**src/spc_params.svh**
```systemverilog
/*
 holds the offsets, field positions, reset values and rate counts of the spi unit.
 assumes it is included by its bare name from the design file or the bench.
*/
`ifndef SPC_PARAMS_SVH
`define SPC_PARAMS_SVH
`define SPC_IDX_CTRL   10'h098
`define SPC_IDX_STAT   10'h099
`define SPC_IDX_TXD    10'h09a
`define SPC_IDX_RXD    10'h09b
`define SPC_IDX_NXSEL  10'h09c
`define SPC_IDX_IRQST  10'h09d
`define SPC_IDX_IRQMSK 10'h09e
`define SPC_CTRL_RST   8'h00
`define SPC_NXSEL_RST  8'h00
`define SPC_ESS_IDLE   8'hff
`define SPC_TX_FILL    8'hff
`define SPC_B_LOOP     0
`define SPC_B_EN       1
`define SPC_B_SCE      2
`define SPC_B_MODE     3
`define SPC_B_SESS     5
`define SPC_B_TIE      6
`define SPC_B_RIE      7
`define SPC_S_DET      2
`define SPC_S_TXE      4
`define SPC_S_TXF      5
`define SPC_S_RXNE     6
`define SPC_S_ORN      7
`define SPC_I_RX       0
`define SPC_I_TX       1
`define SPC_I_ORN      2
`define SPC_I_DET      3
`define SPC_FIFO_DEPTH 12
`define SPC_DIV1       10
`define SPC_DIV2       40
`define SPC_DIV3       160
`endif

```
**src/spc_pkg.sv**
```systemverilog
/*
 holds the types shared by the spi unit.
 assumes spc_params.svh is on the include path.
*/
package spc_pkg;
	typedef enum logic [1:0]
	{
		SPC_IDLE  = 2'b00,
		SPC_LEAD  = 2'b01,
		SPC_RUN   = 2'b11,
		SPC_TRAIL = 2'b10
	} spc_mst_type;
endpackage : spc_pkg

```
**src/spc_spi_unit.sv**
```systemverilog
/*
 spi master/slave unit with loop back, select expander, fifos and apb registers.
 assumes pclk is the input clock the master rate is divided from, pins come from
 outside the clock domain, and gp_data comes from port logic on pclk.
*/
`timescale 1ns/100ps
`include "spc_params.svh"
// What this block does
// - With loop back set, transmit bytes pass through the shift register into the receive fifo.
// - In loop back the serial data input is tied to the unit's own data output in either role.
// - Control bit 7 lets the receive interrupt through when set and blocks it when clear.
// - Control bit 6 lets the transmit interrupt through when set and blocks it when clear.
// - With the expander disabled the data line at the select falling edge is ignored.
// - Expander enabled and data low at select fall makes the first byte drive the port.
// - In an expander frame every byte after the first is thrown away.
// - When the select line rises the expander port bits return to one.
// - Mode zero is slave: clock and select are inputs and the slave data output is driven.
// - Other modes are master, driving clock, data and select at input clock over 10, 40 or 160.
// - Edge bit clear launches on falling and samples on rising, set does the reverse.
// - The enable bit activates the pins and sets all expander outputs to one.
// - Each port bit is expander output or general purpose according to its select bit.
// - Twelve byte receive and transmit fifos carry a frame, shifted eight bits at a time.
// - A detect flag is set when the port is programmed and cleared when select rises.
module spc_spi_unit
#(
	parameter int DEPTH = `SPC_FIFO_DEPTH
)
(
	input  wire logic        pclk,
	input  wire logic        presetn,
	input  wire logic [11:0] paddr,
	input  wire logic        psel,
	input  wire logic        penable,
	input  wire logic        pwrite,
	input  wire logic [31:0] pwdata,
	output logic      [31:0] prdata,
	output logic             pready,
	output logic             pslverr,
	input  wire logic        sck_in,
	output logic             sck_out,
	output logic             sck_oe_n,
	input  wire logic        mosi_in,
	output logic             mosi_out,
	output logic             mosi_oe_n,
	input  wire logic        miso_in,
	output logic             miso_out,
	output logic             miso_oe_n,
	input  wire logic        ss_in_n,
	output logic             ss_out_n,
	output logic             ss_oe_n,
	input  wire logic [7:0]  gp_data,
	output logic      [7:0]  port_out,
	output logic             irq
);
	import spc_pkg::*;

	localparam int AW = $clog2(DEPTH);
	localparam int CW = $clog2(DEPTH + 1);
	localparam logic [6:0] HALF1 = 7'(`SPC_DIV1 / 2);
	localparam logic [6:0] HALF2 = 7'(`SPC_DIV2 / 2);
	localparam logic [6:0] HALF3 = 7'(`SPC_DIV3 / 2);
	localparam logic [CW-1:0] FULL = CW'(DEPTH);
	typedef struct packed {
		logic [7:0]            ctrl;
		logic [7:0]            nxsel;
		logic [3:0]            irqst;
		logic [3:0]            irqmsk;
		logic [3:0][2:0]       sy;
		logic [3:0]            flt;
		spc_mst_type           mst;
		logic [6:0]            divcnt;
		logic                  sck_o;
		logic                  ss_o;
		logic                  dout;
		logic [7:0]            txsh;
		logic [7:0]            rxsh;
		logic [7:0]            txhold;
		logic [2:0]            bitcnt;
		logic                  loaded;
		logic                  expmode;
		logic                  expdone;
		logic [7:0]            expanded_select_lines;
		logic                  det;
		logic                  en_d;
		logic [DEPTH-1:0][7:0] txmem;
		logic [AW-1:0]         txwp;
		logic [AW-1:0]         txrp;
		logic [CW-1:0]         txcnt;
		logic [DEPTH-1:0][7:0] rxmem;
		logic [AW-1:0]         rxwp;
		logic [AW-1:0]         rxrp;
		logic [CW-1:0]         rxcnt;
		logic [31:0]           prdata;
		logic                  pready;
		logic                  pslverr;
		logic [3:0]            oe_n;
		logic [7:0]            port_out;
		logic                  irq;
	} spc_state_type;
	spc_state_type s;
	spc_state_type n;
	logic [9:0]    idx;
	logic          acc;
	logic [3:0]    pins;
	logic          master;
	logic          en;
	logic          clock_edge_select;
	logic          rise;
	logic          fall;
	logic          start;
	logic          stop;
	logic          launch;
	logic          sample;
	logic          din;
	logic          active;
	logic          pop;
	logic          push;
	logic          byte_done;
	logic [7:0]    rxb;
	logic [7:0]    ldb;
	logic          ss_fall;
	logic          ss_rise;
	logic [3:0]    ev;
	logic [3:0]    gate;
	logic [6:0]    half;
	logic          tx_wr;
	logic          rx_rd;
	function automatic logic [AW-1:0] spc_inc(input logic [AW-1:0] p);
		spc_inc = (p == AW'(DEPTH - 1)) ? '0 : AW'(p + 1'b1);
	endfunction : spc_inc
	assign pins = {ss_in_n, miso_in, mosi_in, sck_in};
	always_comb
	begin
		n = s;
		idx = paddr[11:2];
		acc = psel & penable & s.pready & ~s.pslverr;
		en = s.ctrl[`SPC_B_EN];
		master = s.ctrl[`SPC_B_MODE+1 -: 2] != 2'b00;
		clock_edge_select = s.ctrl[`SPC_B_SCE];
		rise = 1'b0;
		fall = 1'b0;
		start = 1'b0;
		stop = 1'b0;
		pop = 1'b0;
		push = 1'b0;
		byte_done = 1'b0;
		ev = 4'h0;
		ldb = `SPC_TX_FILL;
		// filtered value moves only once stages two and three agree
		for (int k = 0; k < 4; k++)
		begin
			n.sy[k] = {s.sy[k][1:0], pins[k]};
			if (s.sy[k][1] == s.sy[k][2])
				n.flt[k] = s.sy[k][2];
		end
		ss_fall = s.flt[3] & ~n.flt[3];
		ss_rise = ~s.flt[3] & n.flt[3];
		unique case (s.ctrl[`SPC_B_MODE+1 -: 2])
			2'b01: half = HALF1;
			2'b10: half = HALF2;
			default: half = HALF3;
		endcase
		if (en && master)
		begin
			unique case (s.mst)
				SPC_IDLE:
					if (s.txcnt != '0)
					begin
						n.ss_o = 1'b0;
						n.mst = SPC_LEAD;
						n.divcnt = '0;
						start = 1'b1;
					end
				SPC_LEAD:
				begin
					n.divcnt = 7'(s.divcnt + 1'b1);
					if (s.divcnt == 7'(half - 1'b1))
					begin
						n.divcnt = '0;
						n.mst = SPC_RUN;
						n.sck_o = 1'b1;
						rise = 1'b1;
					end
				end
				SPC_RUN:
				begin
					n.divcnt = 7'(s.divcnt + 1'b1);
					if (s.divcnt == 7'(half - 1'b1))
					begin
						n.divcnt = '0;
						if (s.sck_o)
						begin
							n.sck_o = 1'b0;
							fall = 1'b1;
						end
						else if (!s.loaded && s.bitcnt == 3'd0 && s.txcnt == '0)
							n.mst = SPC_TRAIL;
						else
						begin
							n.sck_o = 1'b1;
							rise = 1'b1;
						end
					end
				end
				SPC_TRAIL:
				begin
					n.divcnt = 7'(s.divcnt + 1'b1);
					if (s.divcnt == 7'(half - 1'b1))
					begin
						n.ss_o = 1'b1;
						n.mst = SPC_IDLE;
						stop = 1'b1;
					end
				end
			endcase
			// first rise of a frame is raised while still in the lead state
			active = s.mst != SPC_IDLE;
		end
		else
		begin
			n.mst = SPC_IDLE;
			n.sck_o = 1'b0;
			n.ss_o = 1'b1;
			n.divcnt = '0;
			// slave takes clock and select from pins
			if (en)
			begin
				rise = ~s.flt[0] & n.flt[0];
				fall = s.flt[0] & ~n.flt[0];
				start = ss_fall;
				stop = ss_rise;
			end
			active = en & ~s.flt[3];
		end
		launch = clock_edge_select ? rise : fall;
		sample = clock_edge_select ? fall : rise;
		din = s.ctrl[`SPC_B_LOOP] ? s.dout : (master ? s.flt[2] : s.flt[1]);
		if (start || stop)
		begin
			n.bitcnt = '0;
			n.loaded = 1'b0;
		end
		if (s.txcnt != '0)
			ldb = s.txmem[s.txrp];
		if (((start && !clock_edge_select) || (launch && !s.loaded && !start)) && (!master || s.txcnt != '0))
		begin
			pop = s.txcnt != '0;
			n.txhold = ldb;
			n.dout = ldb[7];
			n.txsh = {ldb[6:0], 1'b0};
			n.loaded = 1'b1;
		end
		else if (launch && s.loaded)
		begin
			n.dout = s.txsh[7];
			n.txsh = {s.txsh[6:0], 1'b0};
		end
		rxb = {s.rxsh[6:0], din};
		if (sample && active)
		begin
			n.rxsh = rxb;
			n.bitcnt = 3'(s.bitcnt + 1'b1);
			if (s.bitcnt == 3'd7)
			begin
				byte_done = 1'b1;
				n.loaded = 1'b0;
			end
		end
		if (ss_rise || !en || (en && !s.en_d))
		begin
			n.expmode = 1'b0;
			n.expdone = 1'b0;
			n.expanded_select_lines = `SPC_ESS_IDLE;
			n.det = 1'b0;
		end
		n.en_d = en;
		if (en && !master && ss_fall && s.ctrl[`SPC_B_SESS] && !s.flt[1])
			n.expmode = 1'b1;
		if (byte_done)
		begin
			if (s.expmode)
			begin
				if (!s.expdone)
				begin
					n.expanded_select_lines = rxb;
					n.expdone = 1'b1;
					n.det = 1'b1;
					ev[`SPC_I_DET] = 1'b1;
				end
			end
			else
				push = 1'b1;
		end
		tx_wr = acc & pwrite & (idx == `SPC_IDX_TXD) & (s.txcnt != FULL);
		rx_rd = acc & ~pwrite & (idx == `SPC_IDX_RXD) & (s.rxcnt != '0);
		if (tx_wr)
		begin
			n.txmem[s.txwp] = pwdata[7:0];
			n.txwp = spc_inc(s.txwp);
		end
		if (pop)
			n.txrp = spc_inc(s.txrp);
		n.txcnt = CW'(s.txcnt + tx_wr - pop);
		ev[`SPC_I_TX] = pop & (s.txcnt == CW'(1)) & ~tx_wr;
		if (push && s.rxcnt == FULL && !rx_rd)
			ev[`SPC_I_ORN] = 1'b1;
		else if (push)
		begin
			n.rxmem[s.rxwp] = rxb;
			n.rxwp = spc_inc(s.rxwp);
			ev[`SPC_I_RX] = 1'b1;
		end
		if (rx_rd)
			n.rxrp = spc_inc(s.rxrp);
		n.rxcnt = CW'(s.rxcnt + (push & ~ev[`SPC_I_ORN]) - rx_rd);
		if (acc && pwrite)
		begin
			if (idx == `SPC_IDX_CTRL)
				n.ctrl = pwdata[7:0];
			if (idx == `SPC_IDX_NXSEL)
				n.nxsel = pwdata[7:0];
			if (idx == `SPC_IDX_IRQMSK)
				n.irqmsk = pwdata[3:0];
			if (idx == `SPC_IDX_IRQST)
				n.irqst = s.irqst & ~pwdata[3:0];
		end
		// set wins over a clear in the same cycle
		n.irqst = n.irqst | ev;
		n.pready = 1'b0;
		n.pslverr = 1'b0;
		n.prdata = '0;
		if (psel && !penable)
		begin
			n.pready = 1'b1;
			n.pslverr = paddr[1:0] != 2'b00;
			unique case (idx)
				`SPC_IDX_CTRL: n.prdata[7:0] = s.ctrl;
				`SPC_IDX_STAT: n.prdata[7:0] = {s.irqst[`SPC_I_ORN], s.rxcnt != '0,
					s.txcnt == FULL, s.txcnt == '0, 1'b0, s.det, 2'b00};
				`SPC_IDX_TXD: n.prdata = '0;
				`SPC_IDX_RXD: n.prdata[7:0] = s.rxmem[s.rxrp];
				`SPC_IDX_NXSEL: n.prdata[7:0] = s.nxsel;
				`SPC_IDX_IRQST: n.prdata[3:0] = s.irqst;
				`SPC_IDX_IRQMSK: n.prdata[3:0] = s.irqmsk;
				default: n.pslverr = 1'b1;
			endcase
			if (n.pslverr)
				n.prdata = '0;
		end
		n.oe_n[0] = ~(n.ctrl[`SPC_B_EN] & (n.ctrl[`SPC_B_MODE+1 -: 2] != 2'b00));
		n.oe_n[1] = n.oe_n[0];
		n.oe_n[3] = n.oe_n[0];
		n.oe_n[2] = ~(n.ctrl[`SPC_B_EN] & (n.ctrl[`SPC_B_MODE+1 -: 2] == 2'b00));
		for (int i = 0; i < 8; i++)
			n.port_out[i] = n.nxsel[i] ? n.expanded_select_lines[i] : gp_data[i];
		gate[`SPC_I_RX] = n.ctrl[`SPC_B_RIE];
		gate[`SPC_I_ORN] = n.ctrl[`SPC_B_RIE];
		gate[`SPC_I_DET] = n.ctrl[`SPC_B_RIE];
		gate[`SPC_I_TX] = n.ctrl[`SPC_B_TIE];
		n.irq = |(n.irqst & n.irqmsk & gate);
	end
	always_ff @(posedge pclk or negedge presetn)
	begin
		if (!presetn)
		begin
			s <= '0;
			s.ctrl <= `SPC_CTRL_RST;
			s.nxsel <= `SPC_NXSEL_RST;
			s.sy[3] <= 3'h7;
			s.flt[3] <= 1'b1;
			s.ss_o <= 1'b1;
			s.expanded_select_lines <= `SPC_ESS_IDLE;
			s.oe_n <= 4'hf;
			s.mst <= SPC_IDLE;
		end
		else
			s <= n;
	end
	assign prdata = s.prdata;
	assign pready = s.pready;
	assign pslverr = s.pslverr;
	assign sck_out = s.sck_o;
	assign sck_oe_n = s.oe_n[0];
	assign mosi_out = s.dout;
	assign mosi_oe_n = s.oe_n[1];
	assign miso_out = s.dout;
	assign miso_oe_n = s.oe_n[2];
	assign ss_out_n = s.ss_o;
	assign ss_oe_n = s.oe_n[3];
	assign port_out = s.port_out;
	assign irq = s.irq;
endmodule : spc_spi_unit

```
**config.mk**
```make
export PLATFORM = sky130hd
export DESIGN_NAME = spc_spi_unit
export DESIGN_NICKNAME = d
export VERILOG_FILES = /design/src/spc_pkg.sv /design/src/spc_spi_unit.sv
export VERILOG_INCLUDE_DIRS = /design/src
export SDC_FILE = /design/constraint.sdc
export NUM_CORES = 1
export LEC_CHECK = 0
export BUFFER_PORTS_ARGS = -buffer_cell sky130_fd_sc_hd__buf_4
export CAP_MARGIN = 20
export CORE_MARGIN = 8
export CORE_UTILIZATION = 60
export DETAILED_ROUTE_END_ITERATION = 10
export PLACE_DENSITY = 0.91
export SETUP_SLACK_MARGIN = 0.15
export SYNTH_ARGS = -nofsm -noshare
export SYNTH_HDL_FRONTEND = slang
export SYNTH_SLANG_ARGS = --single-unit
```
**constraint.sdc**
```tcl
create_clock -name pclk -period 5.4 [get_ports pclk]
set_input_delay 1.08 -clock pclk [delete_from_list [all_inputs] [get_ports pclk]]
set_output_delay 1.08 -clock pclk [all_outputs]
set_load 0.05 [all_outputs]
```
# Yosys cells after proc, flatten, opt, wreduce, memory -nomap -nowiden

Index checks and enable logic that the tools add are counted.

Logic and storage cells: 297
Output and inout bits: 51
Bits in registers: 346
Input port bits: 61

Add/sub/neg operators: 11
Bitwise logic cells: 35
Eq/ne operators: 34
Reduce and logical (&&, ||, !) cells: 54
Order comparisons: 6
Multiplexer cells: 95

Operators by type and width:

| kind                                                                 | number |
|---|---|
| 96-bit bitwise mux                                                   | 2 |
| 10-bit by 8-bit == test with 1-bit output, second input constant     | 7 |
| 8-bit binary-select mux with 4-bit select                            | 2 |
| 8-bit demux with 4-bit select                                        | 2 |
| 8-bit 2-to-1 mux                                                     | 8 |
| 10-bit 2-to-1 mux                                                    | 6 |
| 1-bit 2-to-1 mux                                                     | 51 |
| 9-bit one-hot mux with 4 select lines                                | 1 |
| 4-bit 2-to-1 mux                                                     | 8 |
| 9-bit 2-to-1 mux                                                     | 3 |
| 4-bit == test, second input constant                                 | 6 |
| 24-bit 2-to-1 mux                                                    | 1 |
| 4-bit one-hot mux with 6 select lines                                | 1 |
| 11-bit 2-to-1 mux                                                    | 2 |
| 1-bit logical AND                                                    | 20 |
| 4-bit by 5-bit < comparator with 1-bit output, second input constant | 4 |
| 1-bit bitwise AND                                                    | 18 |
| 3-bit inequality test, second input constant                         | 6 |
| 4-bit by 1-bit adder with 4-bit output, second input constant        | 4 |
| 4-bit one-hot mux with 4 select lines                                | 1 |
| 7-bit one-hot mux with 2 select lines                                | 1 |
| 2-bit nonzero test                                                   | 7 |
| 4-bit bitwise AND                                                    | 3 |
| 1-bit inverter                                                       | 10 |
| 32 further kinds                                                     | 61 |

# Logic depth before layout (Yosys ltp)

Gate-level depths: netlist of the first run.

Word-level depth: 20
Depth in mapped cells: 15
Mapped depth without buffers: 14

# Worst setup path after synthesis of the first run

OpenSTA, ideal clock, no wires.

Path type: input-to-reg
Start point: in paddr[8]
End point: reg s[49] in the netlist's numbering
Setup slack: 1.780 ns
Data arrival time: 3.497 ns
Stages: 13
Required time: 5.277 ns
Library setup time: 0.123 ns
Buffers on the path: 1
Cell sequence: nor4b_4 > nand3b_4 > nand3b_4 > and3_4 > buf_6 > nor3_4 > inv_1 > ha_1 > inv_1 > ha_1 > inv_1 > fa_1 > xnor2_1

RTL lines:

| element              | RTL line            | text |
|---|---|---|
| start, declared      | spc_spi_unit.sv:31  | `input wire logic [11:0] paddr,` |
| end signal, assigned | spc_spi_unit.sv:377 | `s <= n;` |
| end, declared        | spc_spi_unit.sv:100 | `spc_state_type s;` |

==> out/summary.txt, run 1 <==
Simple-gate share of the synthesized area -> 8.83%
Reg2reg setup slack -> 1.29 ns
Hold Path Cell Cnt -> 0
Asr flop ratio synth -> 100%
Endpoint class of the critical path -> register
Worst Hold Launch -> n[320]$_DFF_PN0_
Drt total wl -> 35900 microns
Status -> finished, final reports clean
IO buf count -> 63
TritonCTS clock tree -> built
Syn Inst Count -> 1179
# nets final -> 1303
Starting Density -> 60.5%
Largest net degree at the start of global routing -> 125
Worst Hold Class -> register to register
Pre-CTS setup slack -> 1.06 ns
Worst-path clk slew -> 0.06 ns
Vias/cell -> 6.22
Max-slew violation count -> 0
Maximum clock rate -> 244 MHz
Setup CP Type -> register to register
Die height -> 177 microns
Gpl congestion -> 0.884
Unrepaired setup endpoints after global routing -> false
Die area -> 0.0314 sq mm
Worst R2R Path Depth -> 14
H-Tree Depth -> 2
Num CTS Buffers -> 34
Post-synthesis sequential area ratio -> 51.3%
Setup_tns -> 0 ns
Beginning of the worst register-to-register path -> s[350]$_DFF_PN0_
Worst-skew pair later-pin latency -> 0.52 ns
Flops & latches, synth -> 319
CTS root buf -> clkbuf_16
Worst R2R End -> s[158]$_DFF_PN0_
Post-synthesis compound-gate area fraction -> 5.20%
GRT Util Overall -> 23.0%
DP HPWL -> 23000 microns
Layout cell share with drive strength beyond 1 -> 38.3%
MaxCap Viol Count -> 0
Maximum vdd drop -> 0.000264 V
First-pass GRT wire length -> 56900 microns
Slew headroom -> 36.6%
Vias -> 9750
First-pass DRT Iterations -> 5
Worst Max-Slew Pin Slew -> 0.944 ns
Cell Pwr Density -> 293 mW/mm^2
DRC errors left -> 0
Clock sinks -> 319
Hold endpoint -> n[321]$_DFF_PN0_
Synth cell types -> 75
P&R area growth vs syn -> 10.4%
XOR/XNOR share of the synthesized area -> 0.562%
Vias in the first global route -> 10291
Post-cts resize count -> 0
GR Overflow Total -> 0
Post-synthesis mux area share -> 26.0%
Final WS setup -> 1.29 ns
Clock Path Buffers -> 3
LEAKAGE -> 0.00816 uW
Post-synthesis adder-cell area fraction -> 2.94%
Crit path time final -> 4.11 ns
CORE AREA -> 0.0258 sq mm
Die X -> 177 microns
Critical path fanouts, max -> 11
Design area -> 0.0172 sq mm
Antenna Nets Post-Route -> 0
Mapped cell area -> 0.0156 sq mm
Crit path DAT -> 4.54 ns
Startpoint types -> register
DP Area -> 0.0161 sq mm
Final period utilization -> 76.0%
Setup bufs post-CTS -> 0
Num rows -> 59
Hold Buf Count CTS -> 0
Largest family of logic cells by synthesized area -> multiplexers
DR WL/cell -> 22.9 microns
Most used DFF post-synth -> dfrtp_1
DRC violation total after the first TritonRoute iteration -> 961
# IOs -> 112
ANT cells -> 0
Final Hold Viols -> 0
Warnings, synthesis -> 0
Syn avg cell area -> 13.2 sq um
Setup Skew -> 0.0238 ns
Post-synth EDFFs -> 0
Endpoints failing setup -> 0
Crit path required time -> 5.83 ns
Initial antenna violation count -> 1
[where the power goes]
part	switching [uW]	total [uW]	internal, uW
Sequential	16.8	2440	2420
Clock	947	2300	1350
Combinational	207	297	89.6
[cell usage after synthesis (all sizes together) (10+ instances only)]
master	instances	area share, %
a21oi	17	0.55
buf	60	2.8
clkbuf	44	1.1
dfrtp	304	49
dfstp	15	2.5
ha	31	2.5
inv	54	1.3
mux2	237	18
mux2i	24	1.5
mux4	48	6.9
nand2	64	1.5
nand2b	19	0.76
nand3	15	0.83
nand3b	10	0.96
nor2	45	1.2
nor3	13	0.69
nor4	11	0.66
o21ai	42	1.4
o22ai	24	1.1
[through the flow]
stage,hold slack [ns],total power [uW],utilization [%],cells
floorplan,0.331,2660,-,1202
global placement,0.335,2760,62.4,1506
detailed placement,0.337,2770,62.4,1506
CTS,0.353,5060,66.7,1566
global route,0.360,5180,66.8,1568
finish,0.346,5030,66.8,1568
[logic make-up after synthesis]
family,Yosys count
XOR/XNOR,10
buffers and inverters,158
AO/OA/AOI/OAI,126
other,1
adder cells (fa/ha/maj),36
multiplexers,309
AND/OR/NAND/NOR,220
flip-flops,319
[registers in the layout, indices dropped and copies added, names as in the netlist]
| signal | cells |
|---|---|
| s | 278 |
| irq | 1 |
| en | 1 |
| n | 8 |
| prdata | 8 |
| ss_out_n | 1 |
| sck_out | 1 |
| pslverr | 1 |
| mosi_oe_n | 1 |
| miso_out | 1 |
| pready | 1 |
| port_out | 8 |
| clock_edge_select | 1 |
| rxb | 7 |
| miso_oe_n | 1 |
[layout by cell type (no fill, tap or decap), drive strengths merged, types with 9 or more instances in the layout]
master,netlist,final
inv,54,56
dfstp,15,15
mux2i,24,24
nand2,64,64
nand3b,10,10
nor2,45,45
mux4,48,48
dfrtp,304,304
ha,31,31
o21ai,42,42
conb,1,24
buf,60,75
mux2,237,237
o22ai,24,24
nand3,15,15
nand2b,19,19
a21o,9,9
nor3,13,13
clkbuf,44,52
a21oi,17,17
nor4,11,11
[per-layer routing]
layer | wire length [microns] | global-route usage, %
met2 | 18100 | 38.5
met4 | 1380 | 9.63
met3 | 2120 | 4.05
met1 | 14300 | 29.2
met5 | 14 | 0
[how the worst max path moves through the flow]
stage                     start                 to  slack (ns)  cells past startpoint
2_1_floorplan          paddr[8]    s[49]$_DFF_PN0_        1.78                     13
3_3_place_gp           paddr[8]  s[82]$_DFFE_PN0P_        1.18                      8
3_5_place_dp           paddr[8]  s[84]$_DFFE_PN0P_        1.06                      8
4_1_cts        s[350]$_DFF_PN0_  s[84]$_DFFE_PN0P_        1.23                      9
5_1_grt        s[350]$_DFF_PN0_    s[48]$_DFF_PN0_        1.07                     14
6_report       s[350]$_DFF_PN0_   s[158]$_DFF_PN0_        1.29                     14
[cell type report]
| type | instances | area (sq um) |
|---|---|---|
| Fill cell | 1659 | 8560 |
| Sequential cell | 319 | 8000 |
| Multi-Input combinational cell | 725 | 6880 |
| Clock buffer | 52 | 1020 |
| Timing Repair Buffer | 75 | 603 |
| Tap cell | 335 | 419 |
| Inverter | 54 | 203 |
| Clock inverter | 8 | 83.8 |
[worst max-delay path: stages (launching register included)]
cell and delay [ns]:
dfrtp_1 0.46, inv_1 0.14, ha_1 0.35, nor3b_1 0.25
xor2_1 0.19, nor4_2 0.50, nor2_1 0.18, or4_1 0.72
inv_2 0.17, ha_1 0.21, inv_1 0.06, ha_1 0.27
a21o_1 0.18, a21oi_1 0.18, xor2_1 0.16
Power figures use the tool's default switching activity.
==> run 2: changes to the inputs <==
==> constraint.sdc (replaced) <==
create_clock -name pclk -period 4.2 [get_ports pclk]
set_input_delay 0.84 -clock pclk [delete_from_list [all_inputs] [get_ports pclk]]
set_output_delay 0.84 -clock pclk [all_outputs]
set_load 0.05 [all_outputs]
==> run 2 against run 1 <==
Compared with the run above: sequential power grew 29%; routed wire length rose by 0.20%; critical path depth unchanged; maximum frequency rose by 8.1%.
==> out/summary.txt, run 2 (synthesis gave the netlist of run 1 again) <==
Beginning of the worst register-to-register path -> s[350]$_DFF_PN0_
# IOs -> 112 (unchanged)
Worst R2R Path Depth -> 14 (unchanged)
Final period utilization -> 90.4% (+14 points)
Drt total wl -> 35900 microns (+0.20%)
CP Buf/Inv Count -> 3 (unchanged)
Antenna Nets Post-Route -> 0 (unchanged)
Top reg by flops -> s
DP HPWL -> 23000 microns (-0.39%)
Commonest non-fill, non-tap cell in the layout -> dfrtp_1
MaxCap Viol Count -> 0 (unchanged)
Dominant delay contributor by cell family on the critical path -> simple AND/OR/NAND/NOR gates
Maximum vdd drop -> 0.000308 V (+16%)
DR WL/cell -> 22.7 microns (-0.69%)
Crit-path slowest cell -> or4_1
Slew headroom -> 30.1% (-6.5 points)
Die X -> 177 microns (unchanged)
Final Hold Viols -> 0 (unchanged)
Util after Layout -> 67.4% (+0.58 points)
IO buf count -> 63 (unchanged)
Starting Density -> 60.5% (unchanged)
Crit path time final -> 3.80 ns (-0.307 ns)
Num rows -> 59 (unchanged)
Initial antenna violation count -> 0 (-1)
# nets final -> 1315 (+0.92%)
Worst Max-Slew Pin Slew -> 1.05 ns (+0.105 ns)
Worst-path clk slew -> 0.06 ns (about the same)
Met2 global-route usage -> 38.3% (-0.19 points)
DRC errors left -> 0 (unchanged)
Vias in the first global route -> 10418 (+1.2%)
CP peak stage delay -> 0.55 ns (-0.17 ns)
Setup_tns -> 0 ns (unchanged)
LEAKAGE -> 0.00823 uW (+0.86%)
Vias/cell -> 6.29 (+1.2%)
Met3 Track Usage GR -> 4.31% (+0.26 points)
H-Tree Depth -> 2 (unchanged)
Reg2reg setup slack -> 0.40 ns (-0.89 ns)
Gpl congestion -> 0.875 (-1.0%)
GR Overflow Total -> 0 (unchanged)
CORE AREA -> 0.0258 sq mm (unchanged)
First-pass GRT wire length -> 57300 microns (+0.68%)
DRC violation total after the first TritonRoute iteration -> 964 (+0.31%)
Cell Pwr Density -> 377 mW/mm^2 (+29%)
Hold Path Cell Cnt -> 0 (unchanged)
Largest net degree at the start of global routing -> 105 (-16%)
Setup bufs post-CTS -> 0 (unchanged)
Unrepaired setup endpoints after global routing -> false
Crit path required time -> 4.64 ns (-1.19 ns)
Num CTS Buffers -> 34 (unchanged)
Hold Buf Count CTS -> 0 (unchanged)
CTS root buf -> clkbuf_16
Status -> finished, final reports clean
Hold endpoint -> n[321]$_DFF_PN0_
Overall power -> 6550 uW (+30%)
Worst-skew pair later-pin latency -> 0.53 ns (about the same)
Grt met1 use -> 29.3% (+0.040 points)
Chain of cells forming the critical path -> inv_1 -> ha_2 -> nor3b_1 -> xor2_1 -> nor4_4 -> nor2_1 -> or4_1 -> inv_2 -> ha_1 -> inv_1 -> ha_1 -> a21o_1 -> a21oi_1 -> xor2_1
Layout cell share with drive strength beyond 1 -> 39.1% (+0.77 points)
Max FFs per register -> 278 (unchanged)
Die area -> 0.0314 sq mm (unchanged)
Max-slew violation count -> 0 (unchanged)
Critical path fanouts, max -> 5 (-6)
Setup Skew -> 0.0335 ns (+0.00971 ns)
Die height -> 177 microns (unchanged)
Crit path DAT -> 4.24 ns (-0.30 ns)
Clock sinks -> 319 (unchanged)
GRT Util Overall -> 23.2% (+0.13 points)
GR peak layer -> met2
Clock Path Buffers -> 3 (unchanged)
Startpoint types -> register
First-pass DRT Iterations -> 7 (+2)
Worst Hold Launch -> n[320]$_DFF_PN0_
ANT cells -> 0 (unchanged)
Maximum clock rate -> 263 MHz (+8.1%)
Setup CP Type -> register to register
Worst R2R End -> s[158]$_DFF_PN0_
TritonCTS clock tree -> built
Vias -> 9956 (+2.1%)
Endpoint class of the critical path -> register
P&R area growth vs syn -> 11.4%
Endpoints failing setup -> 0 (unchanged)
Worst Hold Class -> register to register
Most frequent cells in the layout -> dfrtp_1 (304), mux2_2 (221), buf_4 (83)
## run 2: timing repair
item                                   4_1_cts  5_1_grt
setup endpoints to repair                    0        3
gates resized for setup                      0        2
endpoints found under the hold margin        0        0
## run 2: area by class of cell
type | count | area, sq um
fill | 1674 | 8410
sequential | 319 | 8000
multi-input combinational | 725 | 6890
clock buffer | 51 | 1000
timing repair buffer | 87 | 706
tap | 335 | 419
inverter | 54 | 203
clock inverter | 11 | 133
## run 2: worst max path at each step
stage               slack [ns]  depth (start not counted)          endpoint              from
detailed placement        0.40                         14  s[156]$_DFF_PN0_  s[350]$_DFF_PN0_
floorplan                 0.80                         14  s[157]$_DFF_PN0_  s[350]$_DFF_PN0_
finish                    0.40                         14  s[158]$_DFF_PN0_  s[350]$_DFF_PN0_
global placement          0.48                         14  s[156]$_DFF_PN0_  s[350]$_DFF_PN0_
CTS                       0.30                         14  s[158]$_DFF_PN0_  s[350]$_DFF_PN0_
global route              0.16                         14  s[158]$_DFF_PN0_  s[350]$_DFF_PN0_
## run 2: per-layer routing
layer  vias to the layer above  share of wire [%]
met4                         0                4.4
met5                         -                  0
met3                       114                7.1
li1                       4241                  -
met1                      5184                 39
met2                       417                 49
## run 2: power breakdown
part,switching [uW],internal (uW)
Sequential,24.3,3110
Clock,1230,1790
Combinational,273,122
Total,1520,5020
## run 2: stage by stage
stage	std cells	instance area [sq um]	hold slack (ns)	setup WS (ns)
floorplan	1202	15700	0.331	0.802
global placement	1519	16200	0.336	0.479
detailed placement	1519	16200	0.336	0.397
CTS	1581	17300	0.353	0.304
global route	1582	17400	0.356	0.162
finish	1582	17400	0.349	0.402
